[src/abb_pkg.sv]
// package: constants, enums and helpers for the and / bit-clear /
// conditional-branch execute block.
// assumes one core clock and a data memory with a 12-bit address.
package abb_pkg;

    // ========================================================
    // widths
    localparam int unsigned DATA_W = 8;
    localparam int unsigned INSTR_W = 16;
    localparam int unsigned FADDR_W = 12;
    localparam int unsigned PC_W_DEF = 21;

    // ========================================================
    // opcode fields
    localparam logic [5:0] OPC_AND_FILE = 6'h05;   // 0001 01da
    localparam logic [3:0] OPC_BIT_CLR = 4'h9;     // 1001 bbba
    localparam logic [7:0] OPC_BR_CARRY = 8'he2;
    localparam logic [7:0] OPC_BR_NO_CARRY = 8'he3;
    localparam logic [7:0] OPC_BR_NO_OVF = 8'he5;
    localparam logic [7:0] OPC_BR_NEG = 8'he6;
    localparam logic [7:0] OPC_BR_NOT_NEG = 8'he7;
    localparam int unsigned DEST_BIT_POS = 9;
    localparam int unsigned ACCESS_BIT_POS = 8;
    localparam int unsigned BIT_SEL_LSB = 9;

    // ========================================================
    // status bit positions and access bank layout
    localparam int unsigned ST_C_POS = 0;
    localparam int unsigned ST_Z_POS = 2;
    localparam int unsigned ST_OV_POS = 3;
    localparam int unsigned ST_N_POS = 4;
    localparam logic [3:0] ACCESS_LO_BANK = 4'h0;
    localparam logic [3:0] ACCESS_HI_BANK = 4'hf;

    // ========================================================
    // reset values and increments
    localparam logic [7:0] ACC_RST = 8'h00;
    localparam logic [4:0] STATUS_RST = 5'h00;
    localparam logic [7:0] BIT_ONE = 8'h01;

    // ========================================================
    // enumerations
    typedef enum logic [1:0] {
        OP_NONE   = 2'h0,
        OP_AND    = 2'h1,
        OP_BCLR   = 2'h2,
        OP_BRANCH = 2'h3
    } abb_op_t;

    typedef enum logic [2:0] {
        CND_CARRY    = 3'h0,
        CND_NO_CARRY = 3'h1,
        CND_NEG      = 3'h2,
        CND_NOT_NEG  = 3'h3,
        CND_NO_OVF   = 3'h4
    } abb_cond_t;

    typedef enum logic {
        ST_EXEC  = 1'b0,
        ST_FLUSH = 1'b1
    } abb_state_t;

    // full data address: access bank splits on bit 7 of f
    function automatic logic [11:0] abb_file_addr(
        input logic       use_bsr,
        input logic [3:0] bank_pointer_register,
        input logic [7:0] f
    );
        logic [3:0] bank;
        bank = use_bsr ? bank_pointer_register : (f[7] ? ACCESS_HI_BANK : ACCESS_LO_BANK);
        return {bank, f};
    endfunction : abb_file_addr

endpackage : abb_pkg

[src/abb_dec_if.sv]
// interface: decoded instruction fields between decoder and executor.
// assumes both ends sit on the same core clock.
`timescale 1ns/1ps
interface abb_dec_if;
    import abb_pkg::*;
    logic [15:0] instr;
    abb_op_t     op;
    abb_cond_t   cond;
    logic        dest_file;
    logic        use_bsr;
    logic [2:0]  bit_sel;
    logic [7:0]  faddr;
    logic [7:0]  offset;

    modport dec (input instr, output op, cond, dest_file, use_bsr,
                 output bit_sel, faddr, offset);
    modport exe (output instr, input op, cond, dest_file, use_bsr,
                 input bit_sel, faddr, offset);
endinterface : abb_dec_if

[src/abb_decoder.sv]
// module: combinational decoder for the supported instruction words.
// assumes the executor drives the instruction word through the interface.
`timescale 1ns/1ps
module abb_decoder (
    // decoded fields
    abb_dec_if.dec dif
);
    import abb_pkg::*;

    // ========================================================
    // decode
    // opcode match and field split
    always_comb
    begin
        dif.op        = OP_NONE;
        dif.cond      = CND_CARRY;
        dif.dest_file = dif.instr[DEST_BIT_POS];
        dif.use_bsr   = dif.instr[ACCESS_BIT_POS];
        dif.bit_sel   = dif.instr[BIT_SEL_LSB +: 3];
        dif.faddr     = dif.instr[7:0];
        dif.offset    = dif.instr[7:0];
        // RULE1: and-with-file match
        if (dif.instr[15:10] == OPC_AND_FILE)
        begin
            dif.op = OP_AND;
        end
        // RULE10: bit-clear match
        else if (dif.instr[15:12] == OPC_BIT_CLR)
        begin
            dif.op = OP_BCLR;
        end
        else
        begin
            // RULE4: conditional branch codes
            case (dif.instr[15:8])
                OPC_BR_CARRY:
                begin
                    dif.op   = OP_BRANCH;
                    dif.cond = CND_CARRY;
                end
                OPC_BR_NO_CARRY:
                begin
                    dif.op   = OP_BRANCH;
                    dif.cond = CND_NO_CARRY;
                end
                OPC_BR_NEG:
                begin
                    dif.op   = OP_BRANCH;
                    dif.cond = CND_NEG;
                end
                OPC_BR_NOT_NEG:
                begin
                    dif.op   = OP_BRANCH;
                    dif.cond = CND_NOT_NEG;
                end
                OPC_BR_NO_OVF:
                begin
                    dif.op   = OP_BRANCH;
                    dif.cond = CND_NO_OVF;
                end
                default:
                begin
                    dif.op = OP_NONE;
                end
            endcase
        end
    end

endmodule : abb_decoder

[src/abb_exec_core.sv]
// module: execute stage for and-with-file, bit-clear and the
// conditional relative branches; owns accumulator, status and pc.
// assumes data memory reads combinationally on the same clock and
// that every input is synchronous to clk_i.
`timescale 1ns/1ps

// Contract
// RULE1: and-with-file ands the accumulator with the file and sets only n, z.
// RULE2: destination bit 0 writes the accumulator, 1 writes the file.
// RULE3: access bit 0 uses the access bank, 1 uses the bank pointer.
// RULE4: code e2 is branch-if-carry, taken on carry set, flags untouched.
// RULE5: code e6 is branch-if-negative, taken on n set, flags untouched.
// RULE6: code e3 is branch-if-no-carry, taken on carry clear, flags kept.
// RULE7: code e7 is branch-if-not-negative, taken on n clear, flags kept.
// RULE8: branch-if-no-overflow is taken on ov clear, flags untouched.
// RULE9: a taken branch loads pc with pc plus 2 plus twice the offset.
// RULE10: bit-clear reads the file, clears bit b, writes back, flags kept.
// RULE11: bit-clear access bit 0 uses the access bank, 1 the pointer.
// RULE12: a taken branch costs two cycles, the second a no-op.
module abb_exec_core #(
    parameter int unsigned PC_W = abb_pkg::PC_W_DEF
) (
    // clock and reset
    input  wire logic                         clk_i,
    input  wire logic                         sys_rst_i,
    // instruction stream
    input  wire logic [abb_pkg::INSTR_W-1:0]  instr_i,
    input  wire logic                         instr_valid_i,
    output logic                              instr_ready_o,
    output logic [PC_W-1:0]                   fetch_pc_o,
    // data memory
    output logic [abb_pkg::FADDR_W-1:0]       fmem_addr_o,
    input  wire logic [abb_pkg::DATA_W-1:0]   fmem_rdata_i,
    output logic                              fmem_we_o,
    output logic [abb_pkg::FADDR_W-1:0]       fmem_waddr_o,
    output logic [abb_pkg::DATA_W-1:0]        fmem_wdata_o,
    // bank pointer register value
    input  wire logic [3:0]                   bsr_i,
    // loads from the rest of the core
    input  wire logic                         acc_we_i,
    input  wire logic [abb_pkg::DATA_W-1:0]   acc_wdata_i,
    input  wire logic                         status_we_i,
    input  wire logic [4:0]                   status_wdata_i,
    // state and events
    output logic [abb_pkg::DATA_W-1:0]        accumulator_o,
    output logic [4:0]                        status_o,
    output logic                              branch_taken_o,
    output logic                              illegal_o
);
    import abb_pkg::*;

    // ========================================================
    // declarations
    abb_dec_if    dif ();
    abb_state_t   state_reg;
    abb_state_t   state_next;
    logic [7:0]   acc_reg;
    logic [4:0]   status_reg;
    logic [PC_W-1:0] pc_reg;
    logic         fire;
    logic         fire_and;
    logic         fire_bclr;
    logic         fire_br;
    logic         take;
    logic [7:0]   rdata_fwd;
    logic [7:0]   and_res;
    logic [7:0]   bclr_res;
    logic [PC_W-1:0] pc_plus2;
    logic [PC_W-1:0] br_target;
    logic         we_reg;
    logic [11:0]  waddr_reg;
    logic [7:0]   wdata_reg;
    logic         taken_reg;
    logic         illegal_reg;

    // ========================================================
    // decode
    assign dif.instr = instr_i;

    abb_decoder u_dec (
        .dif (dif)
    );

    // issue qualifiers
    assign instr_ready_o = (state_reg == ST_EXEC);
    assign fire      = instr_valid_i && instr_ready_o;
    assign fire_and  = fire && (dif.op == OP_AND);
    assign fire_bclr = fire && (dif.op == OP_BCLR);
    assign fire_br   = fire && (dif.op == OP_BRANCH);

    // ========================================================
    // data path
    // RULE3: bank select for the file operand
    // RULE11: same bank select serves bit-clear
    assign fmem_addr_o = abb_file_addr(dif.use_bsr, bsr_i, dif.faddr);

    // forward a write still in flight to a back-to-back read
    assign rdata_fwd = (we_reg && (waddr_reg == fmem_addr_o))
                     ? wdata_reg : fmem_rdata_i;

    // RULE1: bitwise and of accumulator and file
    assign and_res  = acc_reg & rdata_fwd;
    // RULE10: force the selected bit low
    assign bclr_res = rdata_fwd & ~(BIT_ONE << dif.bit_sel);

    // RULE9: sign-extended offset doubled, added to pc plus 2
    assign pc_plus2  = pc_reg + PC_W'(2);
    assign br_target = pc_plus2
                     + PC_W'({{(PC_W-9){dif.offset[7]}}, dif.offset, 1'b0});

    // branch condition evaluation
    always_comb
    begin
        case (dif.cond)
            // RULE4: carry set
            CND_CARRY:    take = status_reg[ST_C_POS];
            // RULE6: carry clear
            CND_NO_CARRY: take = !status_reg[ST_C_POS];
            // RULE5: negative set
            CND_NEG:      take = status_reg[ST_N_POS];
            // RULE7: negative clear
            CND_NOT_NEG:  take = !status_reg[ST_N_POS];
            // RULE8: overflow clear
            CND_NO_OVF:   take = !status_reg[ST_OV_POS];
            default:      take = 1'b0;
        endcase
    end

    // ========================================================
    // accumulator
    // RULE2: destination bit 0 lands in the accumulator
    always_ff @(posedge clk_i or posedge sys_rst_i)
    begin
        if (sys_rst_i)
            acc_reg <= ACC_RST;
        else if (fire_and && !dif.dest_file)
            acc_reg <= and_res;
        else if (acc_we_i)
            acc_reg <= acc_wdata_i;
    end

    // ========================================================
    // status: besides the status_we_i load only the and touches n and z; branches leave it
    // RULE1: n and z from the and result
    always_ff @(posedge clk_i or posedge sys_rst_i)
    begin
        if (sys_rst_i)
            status_reg <= STATUS_RST;
        else if (fire_and)
        begin
            status_reg[ST_N_POS] <= and_res[7];
            status_reg[ST_Z_POS] <= (and_res == 8'h00);
        end
        else if (status_we_i)
            status_reg <= status_wdata_i;
    end

    // ========================================================
    // data memory write port, registered
    // RULE2: destination bit 1 writes back to the file
    // RULE10: bit-clear always writes back
    always_ff @(posedge clk_i or posedge sys_rst_i)
    begin
        if (sys_rst_i)
        begin
            we_reg    <= 1'b0;
            waddr_reg <= 12'h000;
            wdata_reg <= 8'h00;
        end
        else
        begin
            we_reg <= (fire_and && dif.dest_file) || fire_bclr;
            if ((fire_and && dif.dest_file) || fire_bclr)
            begin
                waddr_reg <= fmem_addr_o;
                wdata_reg <= fire_bclr ? bclr_res : and_res;
            end
        end
    end

    // ========================================================
    // program counter
    // RULE9: taken branch loads the target
    always_ff @(posedge clk_i or posedge sys_rst_i)
    begin
        if (sys_rst_i)
            pc_reg <= '0;
        else if (fire_br && take)
            pc_reg <= br_target;
        else if (fire)
            pc_reg <= pc_plus2;
    end

    // ========================================================
    // issue state machine
    // RULE12: taken branch inserts one no-op cycle
    always_comb
    begin
        case (state_reg)
            ST_EXEC:  state_next = (fire_br && take) ? ST_FLUSH : ST_EXEC;
            ST_FLUSH: state_next = ST_EXEC;
            default:  state_next = ST_EXEC;
        endcase
    end

    always_ff @(posedge clk_i or posedge sys_rst_i)
    begin
        if (sys_rst_i)
            state_reg <= ST_EXEC;
        else
            state_reg <= state_next;
    end

    // ========================================================
    // event pulses
    always_ff @(posedge clk_i or posedge sys_rst_i)
    begin
        if (sys_rst_i)
        begin
            taken_reg   <= 1'b0;
            illegal_reg <= 1'b0;
        end
        else
        begin
            taken_reg   <= fire_br && take;
            illegal_reg <= fire && (dif.op == OP_NONE);
        end
    end

    // ========================================================
    // outputs
    assign fetch_pc_o     = pc_reg;
    assign fmem_we_o      = we_reg;
    assign fmem_waddr_o   = waddr_reg;
    assign fmem_wdata_o   = wdata_reg;
    assign accumulator_o  = acc_reg;
    assign status_o       = status_reg;
    assign branch_taken_o = taken_reg;
    assign illegal_o      = illegal_reg;
endmodule : abb_exec_core

[config.mk]
export PLATFORM = sky130hd
export DESIGN_NAME = abb_exec_core
export DESIGN_NICKNAME = d
export VERILOG_FILES = /design/src/abb_pkg.sv /design/src/abb_dec_if.sv /design/src/abb_decoder.sv /design/src/abb_exec_core.sv
export SDC_FILE = /design/constraint.sdc
export NUM_CORES = 1
export LEC_CHECK = 0
export BUFFER_PORTS_ARGS = -buffer_cell sky130_fd_sc_hd__buf_2
export CORE_UTILIZATION = 59
export DETAILED_ROUTE_END_ITERATION = 8
export PLACE_DENSITY = 0.85
export SLEW_MARGIN = 0
export SYNTH_ARGS = -nofsm -noshare
export SYNTH_HDL_FRONTEND = slang
export SYNTH_HIERARCHICAL = 1
export SYNTH_SLANG_ARGS = --single-unit
[constraint.sdc]
create_clock -name clk_i -period 7.5 [get_ports clk_i]
set_clock_uncertainty 0.2 [all_clocks]
set_input_delay 1.5 -clock clk_i [delete_from_list [all_inputs] [get_ports clk_i]]
set_output_delay 1.5 -clock clk_i [all_outputs]
set_load 0.005 [all_outputs]
# [Yosys cells after proc, flatten, opt, wreduce, memory -nomap -nowiden]
# Index checks and enable logic that the tools add are counted.
[totals] rom_bits=0 register_bits=58 latch_bits=0 ram_bits=0 n_memories=0 input_bits=46 word_cells=75 out_inout_bits=70
[classes] multipliers=0 shift=1 n_mux=20 n_addsub=2 bitwise_logic=5 div_mod_pow=0 reduce_logical=22 magnitude_cmp=0 n_eq_ne=15
[op_table] cell="21-bit two-way mux" count=2
[op_table] cell="8-bit == test (second input constant)" count=5
[op_table] cell="8-bit two-way mux" count=4
[op_table] cell="21-bit by 2-bit adder with 21-bit output (second input constant)" count=1
[op_table] cell="21-bit adder" count=1
[op_table] cell="8-bit bitwise AND" count=2
[op_table] cell="12-bit == test" count=1
[op_table] cell="3-bit one-hot mux with 4 select lines" count=1
[op_table] cell="1-bit logical AND" count=9
[op_table] cell="8-bit zero test" count=1
[op_table] cell="4-bit two-way mux" count=2
[op_table] cell="8-bit inverter" count=1
[op_table] cell="1-bit by 3-bit left shift with 8-bit output (first input constant)" count=1
[op_table] cell="3-bit by 2-bit == test with 1-bit output (second input constant)" count=2
[op_table] cell="6-bit by 3-bit == test with 1-bit output (second input constant)" count=1
[op_table] cell="2-bit two-way mux" count=3
[op_table] cell="3-bit two-way mux" count=2
[op_table] cell="2-bit nonzero test" count=3
[op_table] cell="5-bit two-way mux" count=1
[op_table] cell="1-bit one-hot mux with 5 select lines" count=1
[op_table] cell="5-bit OR reduction" count=1
[op_table] cell="2-bit == test (second input constant)" count=2
[op_table] cell="4-bit == test (second input constant)" count=1
[op_table] cell="1-bit zero test" count=4
[op_table] cell="other kinds (10)" count=13

# [Logic depth before layout (Yosys ltp)]
[logic_depth] depth_word=10 depth_mapped=16 ltp_nobuf=16

# [Hierarchy]
# Netlist, hierarchy kept.
[modules_own_cells] mod="abb_exec_core" cells_each=505 n_inst=1 area_each_um2=4319.1 seq_area_each_um2=1426.4
[modules_own_cells] mod="abb_decoder" cells_each=34 n_inst=1 area_each_um2=240.2 seq_area_each_um2=0.0

# [Least setup slack after synthesis]
# No wires, ideal clock.
[synth_path] path_kind="input -> register" from="in instr_i[0] (netlist bit)" to="reg pc_reg[17], in the netlist fetch_pc_o[17]" slack_ps=3330 stages=11 t_arrival_ps=3835 t_required_ps=7166 n_path_buf=1 setup_ps=134 cell_sequence="buf_4 -> ha_1 -> fa_1 -> a21o_1 -> a21oi_1 -> o21ai_1 -> a31o_2 -> a41o_1 -> a21o_1 -> a2111oi_0 -> nor3_1"
[synth_between] elab_chain_cells=2
[synth_rtl] element="from (decl)" line="abb_exec_core.sv:27" text="input wire logic [abb_pkg::INSTR_W-1:0] instr_i,"
[synth_rtl] element="21-bit adder" line="abb_exec_core.sv:109" text="+ PC_W'({{(PC_W-9){dif.offset[7]}}, dif.offset, 1'b0});"
[synth_rtl] element="21-bit two-way mux" line="abb_exec_core.sv:188" text="else if (fire_br && take)"
[synth_rtl] element="to (signal assigned)" line="abb_exec_core.sv:189" text="pc_reg <= br_target;"
[synth_rtl] element="to (signal assigned)" line="abb_exec_core.sv:191" text="pc_reg <= pc_plus2;"
[synth_rtl] element="to (decl)" line="abb_exec_core.sv:59" text="logic [PC_W-1:0] pc_reg;"
# No other way between the ends.
# A chain may end at the register's enable or synchronous reset.

# [Worst setup path after layout]
[layout_path] from="in instr_i[11] (netlist bit)" to="reg pc_reg[20], in the netlist fetch_pc_o[20]"
[layout_between] word_cells_on_any_way=24 cone_classes="eq/ne (11); mux (8); reduce/logical (5)"
[layout_rtl] element="8-bit == test" line="abb_decoder.sv:35" text="case (dif.instr[15:8])"
[layout_rtl] element="3-bit one-hot mux with 4 select lines" line="abb_decoder.sv:35"
[layout_rtl] element="3-bit two-way mux" line="abb_decoder.sv:28" text="else if (dif.instr[15:12] == OPC_BIT_CLR)"
[layout_rtl] element="3-bit two-way mux *" line="abb_decoder.sv:23" text="if (dif.instr[15:10] == OPC_AND_FILE)"
[layout_rtl] element="net dif.cond[1]" line="abb_dec_if.sv:8" text="abb_cond_t cond;"
[layout_rtl] element="3-bit == test (tied with other cells)" line="abb_exec_core.sv:114" text="case (dif.cond)"
[layout_rtl] element="1-bit one-hot mux with 5 select lines *" line="abb_exec_core.sv:114"
[layout_rtl] element="1-bit logical AND *" line="abb_exec_core.sv:188"
[layout_rtl] element="21-bit two-way mux or 2-bit nonzero test (tied branches)"
# The timed path passes the listed nets; every way through them passes the cells marked *.

==> impl_metrics.tcl <==
set metrics [dict create \
    grt-ovfl-total 0 \
    dpl.hpwl_um 8859 \
    synth_compound_area_frac 0.1907 \
    hold_class "reg -> reg" \
    synth-edff-count 0 \
    h-tree-depth 3 \
    wl_per_cell_um 16.16 \
    maxSlewViolCount 0 \
    rows 31 \
    leakagePower_nw 2.595 \
    pin_count 116 \
    postCtsResizedCells 0 \
    start_util 0.6187 \
    netlist.area_leader.share 0.3128 \
    largest_register_ffs 20 \
    synth_top_family_by_area "simple AND/OR/NAND/NOR gates" \
    vias_per_cell 5.942 \
    dp.cells 713 \
    io_buffers 114 \
    reg2reg_slack_ns 3.24 \
    synth.mux.area_fraction 0.06010 \
    min-delay-start "status_o[1]$_DFFE_PP0P_" \
    hold_viol 0 \
    pre_cts_ws_ns 2.792 \
    fin_crit_ns 4.448 \
    synth_top_area_cell "dfrtp_1" \
    tns_ns 0 \
    synthXorXnorAreaFrac 0.08260 \
    root_buffer "clkbuf_8" \
    hold_end "status_o[1]$_DFFE_PP0P_" \
    netlist-cell-type-count 69 \
    routabilityCongestion 0.8665 \
    areaGrowthSynthToFinish_pct 14.96 \
    cts_tree "yes" \
    worstPathArrival_ns 4.52 \
    n_antenna_cell 0 \
    grt_pass1_wl_um 19540 \
    tightest_slew_ns 0.9033 \
    min_path_cells 1 \
    finalNetCount 696 \
    status "complete, no violations" \
    min_period_over_period 0.5931 \
    slew_headroom 0.3955 \
    dieHeight_um 89.91 \
    p_per_area_nw_per_um2 226.0 \
    synth_area_um2 4559 \
    drt_wl_total_um 11780 \
    cts_buffer_depth 2 \
    die_area_um2 8083 \
    grt_pass1_vias 4135 \
    worstPathMaxFanout 22 \
    cts.clk_slew.worst_paths_ns 0.07 \
    r2r_start "fetch_pc_o[1]$_DFFE_PP0P_" \
    synth_simple_gate_area_frac 0.2113 \
    worstPathRequired_ns 7.57 \
    drtIter0Drc 339 \
    crit_type "in -> reg" \
    antenna_found_initial 0 \
    reg2reg_to "fetch_pc_o[20]$_DFFE_PP0P_" \
    design_area_um2 5241 \
    crit_path_end_kind "register" \
    synth-main-ff-cell "dfrtp_1" \
    yosysSeqAreaShare 0.3128 \
    cts_inserted_buffers 9 \
    cts_hold_buf 0 \
    max_cap_violations 0 \
    fin_ws_ns 3.052 \
    synthTopCellsByArea "dfrtp_1, ha_1, nand2_1" \
    setup_viol 0 \
    clk_latency_ns 0.33 \
    dieWidth_um 89.91 \
    ys_warn_count 6 \
    dr.pass1.iters 5 \
    ys_ff_latch 57 \
    crit_path_start_kind "primary input" \
    fmax_mhz 224.8 \
    grt_max_degree 58 \
    num_vias 4332 \
    cts.sinks 57 \
    grtUsageTotal 0.2951 \
    final_cell_count_no_fill 729 \
    synthCells 539 \
    post_dp_cell_area_um2 5026 \
    syn_avg_cell_area_um2 8.459 \
    rsz0062_at_grt "false" \
    cts_setup_buffers 0 \
    ir_drop_uv 128.6 \
    drive_gt1_frac 0.2476 \
    drc_errors 0 \
    detail-route-antenna-nets 0 \
    syn-num-nets 610 \
    synth_async_sr_flop_share 1.000 \
    coreArea_um2 7370 \
    r2r_cells 14 \
    synth_fa_ha_area_frac 0.07025 \
]
final cells by class:
cell class                      instances  area [um2]
Multi-Input combinational cell        420        2808
Fill cell                             613        2128
Sequential cell                        57        1426
Timing Repair Buffer                  117       593.1
Clock buffer                           12       165.2
Tap cell                               99       123.9
Inverter                               20       75.07
Clock inverter                          4       50.05
placed cells by master (no fill, tap or decap), types with 3 or more instances in the layout:
master	instances
buf_2	114
nand2_1	72
dfrtp_1	57
nor2_1	42
o21ai_0	36
a21oi_1	31
xnor2_1	24
ha_1	24
nand3_1	21
inv_1	19
xor2_1	19
mux2i_1	15
nor3_1	13
clkbuf_8	12
a21o_1	8
and3_1	7
o22ai_1	6
a211oi_1	6
a22o_1	6
o211ai_1	5
mux2_2	5
a22oi_1	5
nor2b_1	4
nand2b_1	4
and2_1	4
o31ai_1	4
and4_1	4
mux2_4	3
nor3_2	3
nor3b_1	3
a221o_1	3
o21ai_1	3
buf_4	3
logic make-up (layout without fill, tap and decap cells):
logic type | count (synthesis) | count (layout)
simple gates | 195 | 195
compound gates | 132 | 132
buf+inv | 62 | 153
flops | 57 | 57
xor+xnor | 43 | 43
fa+ha+maj | 25 | 25
mux | 24 | 24
other cells | 1 | 1
stage by stage:
| stage | total power [mW] | hold WS (ns) | utilization |
|---|---|---|---|
| global route | 1.252 | 0.3300 | 0.7112 |
| CTS | 1.179 | 0.3079 | 0.7112 |
| floorplan | 0.7261 | 0.2885 | - |
| finish | 1.185 | 0.3064 | 0.7112 |
| global placement | 0.8450 | 0.2848 | 0.6820 |
| detailed placement | 0.8678 | 0.2922 | 0.6820 |
metal layers:
layer	vias up	GRT usage	routed length, um
li1	2070	-	-
met1	2043	0.3726	4869
met2	200	0.5147	5852
met3	19	0.03638	788
met4	0	0.1156	271
met5	-	0	0
report_power, final:
part | switching, mW | internal (mW) | leakage (nW)
Sequential | 0.0679 | 0.360 | 0.714
Combinational | 0.243 | 0.202 | 1.78
Clock | 0.131 | 0.180 | 0.105
cells in the mapped netlist (5+ instances only):
library cell	number
nor3_1	13
ha_1	24
a21oi_1	31
xnor2_1	24
buf_4	22
a211oi_1	6
xor2_1	19
mux2i_1	15
o22ai_1	6
dfrtp_1	57
inv_1	20
a21o_1	8
and3_1	7
nand3_1	21
nand2_1	72
mux2_2	5
a22o_1	6
clkbuf_1	15
o21ai_0	36
a22oi_1	5
nor2_1	42
o211ai_1	5
worst max-delay path, stage by stage:
cell	delay, ns
buf_2	0.16
and4bb_1	0.33
and4_1	0.25
mux2i_1	0.24
xnor2_1	0.14
mux2i_1	0.09
or2_2	0.47
inv_1	0.56
o31ai_1	0.24
or4_1	0.43
nand3_1	0.09
worst max path at each step:
stage	startpoint	endpoint	slack (ns)
floorplan	instr_i[0]	fetch_pc_o[17]$_DFFE_PP0P_	3.33
global placement	instr_i[11]	fetch_pc_o[20]$_DFFE_PP0P_	2.95
detailed placement	instr_i[11]	fetch_pc_o[20]$_DFFE_PP0P_	2.79
CTS	instr_i[11]	fetch_pc_o[20]$_DFFE_PP0P_	3.13
global route	fetch_pc_o[1]$_DFFE_PP0P_	fetch_pc_o[20]$_DFFE_PP0P_	2.90
finish	instr_i[11]	fetch_pc_o[20]$_DFFE_PP0P_	3.05
Note: power is estimated with default switching activity, not from simulation.
